==> src/verilog/uwfr_pkg.sv <==
// Package: register map, fields, states and carriers of the receive sequencer
package uwfr_pkg;

   // Register indices as printed; byte address is four times the index
   localparam logic [7:0] IDX_SYS_CFG      = 8'h04;
   localparam logic [7:0] IDX_FWT_PERIOD   = 8'h0C;
   localparam logic [7:0] IDX_EVT_STATUS   = 8'h0F;
   localparam logic [7:0] IDX_RX_TSTAMP    = 8'h15;
   localparam logic [7:0] IDX_DUTY_CFG     = 8'h1D;
   localparam logic [7:0] IDX_USER_DELIM   = 8'h21;
   // Registers with no printed index
   localparam logic [7:0] IDX_CHUNK_SIZE   = 8'h30;
   localparam logic [7:0] IDX_DELIM_TO     = 8'h31;
   localparam logic [7:0] IDX_PRE_TO       = 8'h32;
   localparam logic [7:0] IDX_ANT_DELAY    = 8'h33;
   localparam logic [7:0] IDX_PWR_CLK      = 8'h34;
   localparam logic [7:0] IDX_EVT_MASK     = 8'h35;
   localparam logic [7:0] IDX_CONTROL      = 8'h36;
   localparam logic [7:0] IDX_FP_CORR      = 8'h37;

   // System configuration fields
   localparam int CFG_LONG_DELIM   = 22;
   localparam int CFG_FWT_EN       = 28;
   localparam int CFG_AUTO_REEN    = 29;
   localparam int CFG_USER_DELIM   = 17;
   localparam int CFG_FILTER_EN    = 0;
   // Control fields (write-one commands)
   localparam int CTL_RX_ENABLE    = 8;
   localparam int CTL_RX_OFF       = 6;
   // Power/clock control: receiver-only soft reset bit
   localparam int PWR_RX_RESET     = 28;

   // Event status bit positions
   localparam int EV_FRAME_READY   = 13;
   localparam int EV_CHECK_GOOD    = 14;
   localparam int EV_HDR_ERR       = 12;
   localparam int EV_RS_ERR        = 16;
   localparam int EV_FWT           = 17;
   localparam int EV_PRE_TO        = 21;
   localparam int EV_DELIM_TO      = 26;
   localparam int EV_DELIM_DET     = 10;
   localparam int EV_PRE_DET       = 8;

   // Reset values
   localparam logic [31:0] RST_DELIM_TO   = 32'h0000_1041; // 4161 symbols
   localparam logic [31:0] RST_CHUNK      = 32'h0000_0008;
   localparam logic [31:0] RST_ZERO       = 32'h0000_0000;
   localparam logic [31:0] RD_NONE        = 32'h0000_0000;

   // Delimiter lengths in symbols
   localparam logic [6:0] DELIM_LONG   = 7'h40;
   localparam logic [6:0] DELIM_SHORT  = 7'h08;
   localparam logic [6:0] ONE7         = 7'h01;
   localparam logic [31:0] ONE32       = 32'h0000_0001;
   localparam logic [3:0] ONE4         = 4'h1;
   localparam logic [12:0] ONE13       = 13'h0001;

   // Symbol period: about 1 us at the reference rate
   localparam int SYM_NS        = 1024;
   localparam int CLK_NS        = 8;
   localparam logic [7:0] SYM_CYC = 8'(SYM_NS / CLK_NS - 1);

   // Accumulator saturation threshold for early stop
   localparam logic [12:0] ACC_FULL = 13'h1000;

   typedef enum logic [2:0] {
      ST_IDLE   = 3'b000,
      ST_HUNT   = 3'b001,
      ST_ACCUM  = 3'b011,
      ST_HDR    = 3'b010,
      ST_DATA   = 3'b110
   } uwfr_state_t;

   // Host register bus request
   typedef struct packed {
      logic [7:0]  addr;
      logic [31:0] wdata;
      logic        wr;
      logic        rd;
   } uwfr_bus_t;

   // Radio-side demodulator indications, same clock
   typedef struct packed {
      logic        pre_hit;     // Correlation chunk matched preamble
      logic        delim_hit;   // Delimiter pattern found
      logic [6:0]  delim_len;   // Delimiter length observed
      logic [31:0] delim_code;  // Delimiter code observed
      logic        acc_grow;    // Accumulator increment
      logic        hdr_done;    // Header decoded by the Viterbi path
      logic        hdr_ok;      // Header parity good
      logic        hdr_fast;    // Header indicates 6.8 Mbps
      logic        oct_valid;   // Corrected octet available
      logic [7:0]  oct;
      logic        rs_fail;     // Reed-Solomon uncorrectable
      logic        frame_end;   // Last octet
      logic        crc_ok;      // Checker matches the check sequence
      logic [31:0] coarse_ts;   // Coarse time of marker symbol
   } uwfr_radio_t;

   // Radio-side controls
   typedef struct packed {
      logic       listen;       // Receiver front end powered
      logic       bpm_mode;     // BPM/BPSK demodulation active
      logic       fast_rate;    // Data at 6.8 Mbps
      logic       long_delim;   // Hunt 64-symbol delimiter
      logic [6:0] chunk;        // Correlation chunk size
      logic       accumulate;   // Preamble accumulation on
      logic       filt_valid;   // Octet to frame filter
      logic [7:0] filt_oct;
   } uwfr_ctrl_t;

endpackage : uwfr_pkg

==> src/verilog/uwfr_sequencer.sv <==
// Receive sequencer: preamble hunt, delimiter, header, data, status, stamp
//
// Functional notes
// - Start on request or re-enable, hunt continuously
// - Optional preamble timeout aborts, raises flag
// - Correlate in chunks; chunk 64 misses 64-preamble
// - Duty-cycled listening saves power while hunting
// - Accumulate preamble; early stop keeps delimiter hunt
// - Delimiter marks header, stamp, BPM demodulation
// - Delimiter timeout from detection, default 4161
// - Long delimiter bit selects 64 else 8
// - Host-programmed delimiter replaces standard one
// - Header at 850k; switch to 6.8M after
// - Viterbi, Reed-Solomon, CRC check every octet
// - Octets fed to filter when enabled
// - Success sets frame-ready and check-good flags
// - Distinct flags for each failure kind except bad CRC, shown as frame-ready without check-good
// - Stamp is coarse minus antenna delay plus correction
// - Frame wait timeout only when enabled
`timescale 1ns/1ps
module uwfr_sequencer (
   input  wire logic                 ref_clk,
   input  wire logic                 rst_n,
   input  wire uwfr_pkg::uwfr_bus_t  bus,
   output logic [31:0]               rd_data,
   input  wire uwfr_pkg::uwfr_radio_t radio,
   output uwfr_pkg::uwfr_ctrl_t      ctrl,
   output logic                      irq
);

   typedef struct packed {
      uwfr_pkg::uwfr_state_t st;
      logic [31:0] cfg;
      logic [31:0] fwt_period;
      logic [31:0] status;
      logic [31:0] mask;
      logic [31:0] tstamp;
      logic [31:0] duty;
      logic [31:0] user_delim;
      logic [31:0] chunk;
      logic [31:0] delim_to;
      logic [31:0] pre_to;
      logic [31:0] ant_delay;
      logic [31:0] pwr;
      logic [31:0] fp_corr;
      logic [31:0] rd;
      logic [7:0]  sym_div;
      logic [31:0] to_cnt;      // Symbols since hunt or detect
      logic [31:0] fwt_cnt;     // Symbols of frame wait
      logic [3:0]  duty_ph;     // Duty-cycle phase in symbols
      logic [12:0] acc;
      logic        fast;
      logic        irq;
      uwfr_pkg::uwfr_ctrl_t ctrl;
   } uwfr_regs_t;

   uwfr_regs_t r_ff;
   uwfr_regs_t nxt_r;

   // Register index decode, used by write, status-clear and command paths; reads use a case
   function automatic logic hit(input logic [7:0] a,
                                input logic [7:0] idx);
      hit = (a == idx);
   endfunction : hit

   logic sym_tick;
   logic [31:0] ev;
   logic        fail;
   logic        delim_ok;
   logic        listen_now;

   // One-symbol enable pulse from the clock divider
   assign sym_tick = (r_ff.sym_div == uwfr_pkg::SYM_CYC);

   // Next-state logic
   always_comb
   begin
      nxt_r = r_ff;
      ev = uwfr_pkg::RST_ZERO;
      nxt_r.ctrl.filt_valid = 1'b0;
      nxt_r.sym_div = sym_tick ? 8'h00 : r_ff.sym_div + 8'h01;
      // Delimiter must match length and, if selected, the host code
      delim_ok = radio.delim_hit &&
         (radio.delim_len == (r_ff.cfg[uwfr_pkg::CFG_LONG_DELIM] ?
            uwfr_pkg::DELIM_LONG : uwfr_pkg::DELIM_SHORT)) &&
         (!r_ff.cfg[uwfr_pkg::CFG_USER_DELIM] ||
          radio.delim_code == r_ff.user_delim);
      // Duty cycle: listen for on-symbols out of a 16-symbol period
      listen_now = (r_ff.duty[3:0] == 4'h0) ||
                   (r_ff.duty_ph < r_ff.duty[3:0]);
      if (sym_tick)
      begin
         nxt_r.to_cnt = r_ff.to_cnt + uwfr_pkg::ONE32;
         nxt_r.duty_ph = r_ff.duty_ph + uwfr_pkg::ONE4;
         if (r_ff.st != uwfr_pkg::ST_IDLE)
            nxt_r.fwt_cnt = r_ff.fwt_cnt + uwfr_pkg::ONE32;
      end
      unique case (r_ff.st)
         uwfr_pkg::ST_IDLE:
         begin
            nxt_r.to_cnt = uwfr_pkg::RST_ZERO;
            nxt_r.fwt_cnt = uwfr_pkg::RST_ZERO;
            if (bus.wr && hit(bus.addr, uwfr_pkg::IDX_CONTROL) &&
                bus.wdata[uwfr_pkg::CTL_RX_ENABLE])
               nxt_r.st = uwfr_pkg::ST_HUNT;
         end
         uwfr_pkg::ST_HUNT:
         begin
            // Correlator hits only count while the front end listens
            if (radio.pre_hit && listen_now)
            begin
               nxt_r.st = uwfr_pkg::ST_ACCUM;
               nxt_r.to_cnt = uwfr_pkg::RST_ZERO;
               nxt_r.acc = 13'h0000;
               ev[uwfr_pkg::EV_PRE_DET] = 1'b1;
            end
            else if (r_ff.pre_to != uwfr_pkg::RST_ZERO &&
                     r_ff.to_cnt >= r_ff.pre_to)
               ev[uwfr_pkg::EV_PRE_TO] = 1'b1;
         end
         uwfr_pkg::ST_ACCUM:
         begin
            // Early stop when saturated, hunting goes on
            if (radio.acc_grow && r_ff.acc < uwfr_pkg::ACC_FULL)
               nxt_r.acc = r_ff.acc + uwfr_pkg::ONE13;
            if (delim_ok)
            begin
               nxt_r.st = uwfr_pkg::ST_HDR;
               nxt_r.fast = 1'b0;
               ev[uwfr_pkg::EV_DELIM_DET] = 1'b1;
               nxt_r.tstamp = radio.coarse_ts - r_ff.ant_delay +
                              r_ff.fp_corr;
            end
            else if (r_ff.delim_to != uwfr_pkg::RST_ZERO &&
                     r_ff.to_cnt >= r_ff.delim_to)
               ev[uwfr_pkg::EV_DELIM_TO] = 1'b1;
         end
         uwfr_pkg::ST_HDR:
         begin
            if (radio.hdr_done && !radio.hdr_ok)
               ev[uwfr_pkg::EV_HDR_ERR] = 1'b1;
            else if (radio.hdr_done)
            begin
               nxt_r.st = uwfr_pkg::ST_DATA;
               nxt_r.fast = radio.hdr_fast;
            end
         end
         uwfr_pkg::ST_DATA:
         begin
            if (radio.oct_valid && r_ff.cfg[uwfr_pkg::CFG_FILTER_EN])
            begin
               nxt_r.ctrl.filt_valid = 1'b1;
               nxt_r.ctrl.filt_oct = radio.oct;
            end
            if (radio.rs_fail)
               ev[uwfr_pkg::EV_RS_ERR] = 1'b1;
            else if (radio.frame_end && radio.crc_ok)
            begin
               ev[uwfr_pkg::EV_FRAME_READY] = 1'b1;
               ev[uwfr_pkg::EV_CHECK_GOOD] = 1'b1;
            end
            else if (radio.frame_end)
               ev[uwfr_pkg::EV_FRAME_READY] = 1'b1;
         end
         default:
            nxt_r.st = uwfr_pkg::ST_IDLE;
      endcase
      // Frame wait timeout only when enabled
      if (r_ff.st != uwfr_pkg::ST_IDLE &&
          r_ff.cfg[uwfr_pkg::CFG_FWT_EN] &&
          r_ff.fwt_cnt >= r_ff.fwt_period)
         ev[uwfr_pkg::EV_FWT] = 1'b1;
      fail = ev[uwfr_pkg::EV_PRE_TO] | ev[uwfr_pkg::EV_DELIM_TO] |
             ev[uwfr_pkg::EV_HDR_ERR] | ev[uwfr_pkg::EV_RS_ERR] |
             ev[uwfr_pkg::EV_FWT];
      // Failure idles, or re-hunts with auto re-enable
      if (fail || ev[uwfr_pkg::EV_FRAME_READY])
      begin
         nxt_r.st = r_ff.cfg[uwfr_pkg::CFG_AUTO_REEN] ?
                    uwfr_pkg::ST_HUNT : uwfr_pkg::ST_IDLE;
         nxt_r.to_cnt = uwfr_pkg::RST_ZERO;
         nxt_r.fwt_cnt = uwfr_pkg::RST_ZERO;
      end
      // Host turn-off and receiver-only reset both force idle
      if ((bus.wr && hit(bus.addr, uwfr_pkg::IDX_CONTROL) &&
           bus.wdata[uwfr_pkg::CTL_RX_OFF]) ||
          (bus.wr && hit(bus.addr, uwfr_pkg::IDX_PWR_CLK) &&
           bus.wdata[uwfr_pkg::PWR_RX_RESET]))
         nxt_r.st = uwfr_pkg::ST_IDLE;
      // Register writes
      if (bus.wr)
      begin
         if (hit(bus.addr, uwfr_pkg::IDX_SYS_CFG))    nxt_r.cfg = bus.wdata;
         if (hit(bus.addr, uwfr_pkg::IDX_FWT_PERIOD))
            nxt_r.fwt_period = bus.wdata;
         if (hit(bus.addr, uwfr_pkg::IDX_DUTY_CFG))   nxt_r.duty = bus.wdata;
         if (hit(bus.addr, uwfr_pkg::IDX_USER_DELIM))
            nxt_r.user_delim = bus.wdata;
         if (hit(bus.addr, uwfr_pkg::IDX_CHUNK_SIZE)) nxt_r.chunk = bus.wdata;
         if (hit(bus.addr, uwfr_pkg::IDX_DELIM_TO))
            nxt_r.delim_to = bus.wdata;
         if (hit(bus.addr, uwfr_pkg::IDX_PRE_TO))     nxt_r.pre_to = bus.wdata;
         if (hit(bus.addr, uwfr_pkg::IDX_ANT_DELAY))
            nxt_r.ant_delay = bus.wdata;
         if (hit(bus.addr, uwfr_pkg::IDX_FP_CORR))
            nxt_r.fp_corr = bus.wdata;
         if (hit(bus.addr, uwfr_pkg::IDX_EVT_MASK))   nxt_r.mask = bus.wdata;
         if (hit(bus.addr, uwfr_pkg::IDX_PWR_CLK))
            nxt_r.pwr = bus.wdata &
                        ~(uwfr_pkg::ONE32 << uwfr_pkg::PWR_RX_RESET);
      end
      // Write-one-to-clear; a same-cycle event wins over the clear
      nxt_r.status = (r_ff.status &
         ~((bus.wr && hit(bus.addr, uwfr_pkg::IDX_EVT_STATUS)) ?
           bus.wdata : uwfr_pkg::RST_ZERO)) | ev;
      nxt_r.irq = |(nxt_r.status & nxt_r.mask);
      // Read data one cycle after the strobe, zero when unmapped
      nxt_r.rd = uwfr_pkg::RD_NONE;
      if (bus.rd)
      begin
         unique case (bus.addr)
            uwfr_pkg::IDX_SYS_CFG:    nxt_r.rd = r_ff.cfg;
            uwfr_pkg::IDX_FWT_PERIOD: nxt_r.rd = r_ff.fwt_period;
            uwfr_pkg::IDX_EVT_STATUS: nxt_r.rd = r_ff.status;
            uwfr_pkg::IDX_RX_TSTAMP:  nxt_r.rd = r_ff.tstamp;
            uwfr_pkg::IDX_DUTY_CFG:   nxt_r.rd = r_ff.duty;
            uwfr_pkg::IDX_USER_DELIM: nxt_r.rd = r_ff.user_delim;
            uwfr_pkg::IDX_CHUNK_SIZE: nxt_r.rd = r_ff.chunk;
            uwfr_pkg::IDX_DELIM_TO:   nxt_r.rd = r_ff.delim_to;
            uwfr_pkg::IDX_PRE_TO:     nxt_r.rd = r_ff.pre_to;
            uwfr_pkg::IDX_ANT_DELAY:  nxt_r.rd = r_ff.ant_delay;
            uwfr_pkg::IDX_PWR_CLK:    nxt_r.rd = r_ff.pwr;
            uwfr_pkg::IDX_EVT_MASK:   nxt_r.rd = r_ff.mask;
            uwfr_pkg::IDX_FP_CORR:    nxt_r.rd = r_ff.fp_corr;
            default:                  nxt_r.rd = uwfr_pkg::RD_NONE;
         endcase
      end
      // Radio controls follow the next state
      nxt_r.ctrl.listen = (nxt_r.st == uwfr_pkg::ST_HUNT) ? listen_now :
                          (nxt_r.st != uwfr_pkg::ST_IDLE);
      nxt_r.ctrl.bpm_mode = (nxt_r.st == uwfr_pkg::ST_HDR) ||
                            (nxt_r.st == uwfr_pkg::ST_DATA);
      nxt_r.ctrl.fast_rate = (nxt_r.st == uwfr_pkg::ST_DATA) && nxt_r.fast;
      nxt_r.ctrl.long_delim = r_ff.cfg[uwfr_pkg::CFG_LONG_DELIM];
      nxt_r.ctrl.chunk = r_ff.chunk[6:0];
      nxt_r.ctrl.accumulate = (nxt_r.st == uwfr_pkg::ST_ACCUM) &&
                              (nxt_r.acc < uwfr_pkg::ACC_FULL);
   end

   // State register
   always_ff @(posedge ref_clk or negedge rst_n)
   begin
      if (!rst_n)
      begin
         r_ff <= '0;
         r_ff.st <= uwfr_pkg::ST_IDLE;
         r_ff.delim_to <= uwfr_pkg::RST_DELIM_TO;
         r_ff.chunk <= uwfr_pkg::RST_CHUNK;
         r_ff.ctrl.chunk <= uwfr_pkg::DELIM_SHORT;
      end
      else
         r_ff <= nxt_r;
   end

   assign rd_data = r_ff.rd;
   assign ctrl = r_ff.ctrl;
   assign irq = r_ff.irq;
endmodule : uwfr_sequencer

==> config.mk <==
export PLATFORM = sky130hd
export DESIGN_NAME = uwfr_sequencer
export DESIGN_NICKNAME = d
export VERILOG_FILES = /design/src/verilog/uwfr_pkg.sv /design/src/verilog/uwfr_sequencer.sv
export SDC_FILE = /design/constraint.sdc
export NUM_CORES = 1
export LEC_CHECK = 0
export BUFFER_PORTS_ARGS = -buffer_cell sky130_fd_sc_hd__buf_2
export CAP_MARGIN = 20
export CORE_MARGIN = 5
export CORE_UTILIZATION = 55
export DETAILED_ROUTE_END_ITERATION = 12
export GPL_TIMING_DRIVEN = 1
export PLACE_DENSITY_LB_ADDON = 0.1
export SYNTH_ARGS = -nofsm -noshare
export SYNTH_HDL_FRONTEND = slang
export SYNTH_SLANG_ARGS = --single-unit
==> constraint.sdc <==
create_clock -name ref_clk -period 9.3 [get_ports ref_clk]
set_input_delay 1.395 -clock ref_clk [delete_from_list [all_inputs] [get_ports ref_clk]]
set_output_delay 1.395 -clock ref_clk [all_outputs]
set_load 0.05 [all_outputs]
# Yosys cells after proc, flatten, opt, wreduce, memory -nomap -nowiden
# Index checks and enable logic that the tools add are counted.
# totals
register_bits,562
# op_classes
add_sub_neg,7
order_cmp,6
eq_ne,25
n_mux,52
bitwise_logic,8
n_reduce_logical,48
# op_table
cell,n
one-hot mux 32 bit (13 select lines),1
two-way mux 32 bit,7
greater-or-equal comparator 32 bit,3
"equality test 8 x 6 -> 1 bit, second input constant",9
two-way mux 68 bit,1
"adder 32 x 1 -> 32 bit, second input constant",2
bitwise AND 32 bit,2
two-way mux 64 bit,1
one-hot mux 32 bit (2 select lines),1
nonzero test 32 bit,2
adder 32 bit,1
equality test 32 bit,1
inverter 32 bit,1
bitwise OR 32 x 27 -> 32 bit,1
OR reduction 32 bit,1
subtractor 32 bit,1
"less-than comparator 13 bit, second input constant",2
two-way mux 13 bit,2
one-hot mux 13 bit (2 select lines),1
AND reduction 2 bit,13
two-way mux 1 bit,23
two-way mux 3 bit,7
logical AND 1 bit,19
two-way mux 9 bit,2
23 further kinds,42

# Longest topological paths before layout
# depth
word_depth,15
depth_mapped,14
depth_no_buf,14

# Worst setup path after synthesis
# OpenSTA, ideal clock, no wires.
# synth_path
kind,in2reg
startpoint,input radio[19] in the netlist's numbering
endpoint,register r_ff[429] in the netlist's numbering
setup_time_ns,0.069
arrival_time_ns,4.669
required_ns,9.231
setup_slack_ns,4.562
cell_stages,12
path_cell_list,inv_1 fa_1 inv_1 ha_1 a21o_1 a21oi_1 or3b_2 a2111oi_0 o31a_1 nor2b_1 or4_1 nand3_1
# synth_between
elab_chain_len,2
# synth_lines
item,line_no,text
"start, declared",uwfr_sequencer.sv:26,"input wire uwfr_pkg::uwfr_radio_t radio,"
subtractor 32 bit,uwfr_sequencer.sv:131,nxt_r.tstamp = radio.coarse_ts - r_ff.ant_delay +
adder 32 bit,uwfr_sequencer.sv:131,
"end signal, assigned",uwfr_sequencer.sv:262,r_ff <= nxt_r;
"end, declared",uwfr_sequencer.sv:57,uwfr_regs_t r_ff;
# No other way between the ends.
# A chain may end at the register's enable or synchronous reset.

==> impl_metrics.json <==
{
  "yosysWarnings": 0,
  "vdd_drop_max_mv": 0.1544,
  "syn_to_final_growth_pct": 11.19,
  "place_ws_ns": 4.139,
  "ios": 187,
  "cp.arrival_ns": 5.07,
  "synth_ff_type": "dfrtp_1",
  "root_buffer": "clkbuf_16",
  "layout_common_cells": "557 x dfrtp_1, 348 x mux2_2, 259 x inv_1",
  "tightestPinTransition_ns": 1.182,
  "synth_cells": 2940,
  "critPathMaxFanout": 38,
  "hpwl_um": 73620,
  "worstSkewPairLatency_ns": 0.63,
  "layout.nets": 3318,
  "status": "complete, no violations",
  "synthesis.nets": 3240,
  "slew_viol_final": 0,
  "finalCritPeriodShare_pct": 49.12,
  "worstPathCellList": "buf_2 > buf_4 > or4b_4 > or4_4 > mux2_4 > a22o_1 > a221o_1 > nor4_1 > nand4_1 > a2111o_1",
  "h-tree-depth": 2,
  "ant_nets": 0,
  "p_clk_share_pct": 42.5,
  "netlist-cell-type-count": 72,
  "cp_slowest_cell": "or4_4",
  "drtIter0Drc": 2138,
  "cp-end-kind": "register",
  "rows": 86,
  "yosysTopAreaCellShare_pct": 45.57,
  "dr_total_vias": 23495,
  "wl_um": 99820,
  "final_common_cell": "dfrtp_1",
  "p_leak_nw": 16.36,
  "power.internal_mw": 4.397,
  "die_h_um": 245.8,
  "synth_edf_count": 0,
  "grt_max_degree": 127,
  "die_area_um2": 60430,
  "drc": 0,
  "io_buffers": 186,
  "post_cts.repair.setup_buffers": 0,
  "critPathLaunch": "bus[37]",
  "switching_power_mw": 1.693,
  "rsz0062_at_grt": "false",
  "ctsHoldBuffers": 0,
  "yosys.area.top_type": "dfrtp_1",
  "drive_above_1_share_pct": 23.21,
  "grt_pass1_wl_um": 148600,
  "ys_ff_latch": 562,
  "cts_buffer_depth": 3,
  "reg2reg_from": "r_ff[163]",
  "synth.area.top_cells": "dfrtp_1 46%, mux2_2 13%, ha_1 5.6%",
  "hp-class": "reg2reg",
  "required_ns": 9.80,
  "fmaxAchievable_mhz": 218.9,
  "slew_headroom_pct": 21.21,
  "p_comb_share_pct": 14.3,
  "firstDrtPassIters": 8,
  "antenna_found_initial": 11,
  "critical_path_class": "in2reg",
  "route.detailed.wl_per_inst_um": 26.12,
  "first_global_vias": 23631,
  "core_area_um2": 55090,
  "power_density_nw_per_um2": 179.1,
  "cts.sinks": 562,
  "clk_pin_slew_ns": 0.06,
  "netlist_area_um2": 30590,
  "drt-vias-per-instance": 6.149,
  "switching_share_pct": 27.80,
  "avgSynthCellArea_um2": 10.40,
  "synth-async-reset-ratio_pct": 100.0,
  "fin_crit_ns": 4.568,
  "groute.usage.overall_pct": 32.64,
  "start_util_pct": 55.52,
  "fp.dieW_um": 245.8,
  "globalRouteOverflowTotal": 0,
  "final_hold_viol_count": 0,
  "max_cap_violations": 0,
  "ys_seq_area_share_pct": 46.00,
  "cts_buffers": 60,
  "cts_tree": "built",
  "finalSetupViolations": 0,
  "place.gp.congestion": 0.9526,
  "cpPeakStageDelay_ns": 0.77,
  "finClkSkew_ns": 0.02421,
  "tns_ns": 0,
  "hold_start": "nxt_r[13]",
  "startpoint_type": "primary input",
  "post_cts_resize_count": 0,
  "seqPwrFrac_pct": 43.2,
  "setup_ws_ns": 4.732
}
## power groups by stage
| stage | Combinational, mW | Sequential, mW | Clock [mW] |
|---|---|---|---|
| floorplan | 0.562 | 2.63 | 0 |
| global placement | 0.836 | 2.67 | 0 |
| detailed placement | 0.855 | 2.67 | 0 |
| CTS | 0.862 | 2.63 | 2.61 |
| global route | 0.954 | 2.64 | 2.71 |
| finish | 0.871 | 2.63 | 2.59 |
## worst paths after layout
path,slack (ns),endpoint,depth (start not counted)
worst min-delay path,0.38,ctrl[13],0
max in group asynchronous,6.33,r_ff[406],3
min in group asynchronous,0.77,r_ff[61],1
worst max-delay path,4.73,irq,10
worst min register to register,0.38,ctrl[13],0
worst max register to register,5.34,r_ff[431],13
## critical path, delay by kind of cell
kind            cells  cell delay (ns)
compound gates      3             0.79
simple gates        4             2.09
buf+inv             2             0.39
mux                 1             0.39
## area by class of cell
type | count | area [um2]
Clock inverter | 30 | 372.9
Inverter | 260 | 975.9
Timing Repair Buffer | 226 | 1276
Clock buffer | 81 | 1762
Multi-Input combinational cell | 1908 | 14600
Sequential cell | 562 | 14070
Antenna cell | 6 | 15.01
Tap cell | 748 | 935.9
Fill cell | 4629 | 21090
## cells in the mapped netlist, drive strengths merged (4+ instances only)
master,instances
nor2,177
inv,259
mux2,349
and3,25
buf,69
a221oi,8
clkbuf,141
a22oi,72
or3,5
a221o,4
a21boi,28
and2,8
nor4,30
dfstp,5
fa,31
a211oi,9
nor2b,16
o21a,7
o31ai,13
a21oi,122
nand3,45
xor2,53
a222oi,25
or4,8
and4,7
a21o,27
nand4,50
dfrtp,557
mux2i,40
o21ai,141
ha,136
nor3,20
o41ai,5
nand2,229
nand2b,9
nor3b,7
a211o,5
xnor2,68
o22ai,32
a2111oi,6
a31oi,41
o211ai,5
## per-stage QoR
step	instance area [um2]	total power [mW]	hold slack (ns)	utilization (%)	instances
3_5_place_dp	31860	3.527	0.3679	57.83	3704
6_report	34010	6.090	0.3762	61.73	3821
4_1_cts	33990	6.100	0.3772	61.70	3815
5_1_grt	33990	6.305	0.3800	61.70	3815
3_3_place_gp	31830	3.505	0.3706	57.78	3703
2_1_floorplan	30590	3.193	0.3585	-	2940
## cell families after synthesis
logic type | Yosys count | synth area share (%)
xor+xnor | 121 | 3.465
flops | 562 | 46.00
simple gates | 650 | 9.941
buf+inv | 470 | 6.476
mux | 390 | 14.24
compound gates | 580 | 12.28
fa+ha+maj | 167 | 7.593
## registers in the layout (all words and copies together), names as in the netlist
| signal | cells |
|---|---|
| irq | 1 |
| ctrl | 21 |
| r_ff | 500 |
| nxt_r | 8 |
| rd_data | 32 |
## routing by layer
metal | global-route usage, % | wire length (um) | up-vias
li1 | - | - | 10462
met5 | 0 | 63 | -
met1 | 44.00 | 41330 | 11841
met4 | 15.43 | 5348 | 10
met2 | 51.00 | 45520 | 939
met3 | 6.685 | 7558 | 243
(Power assumes the default switching activity.)
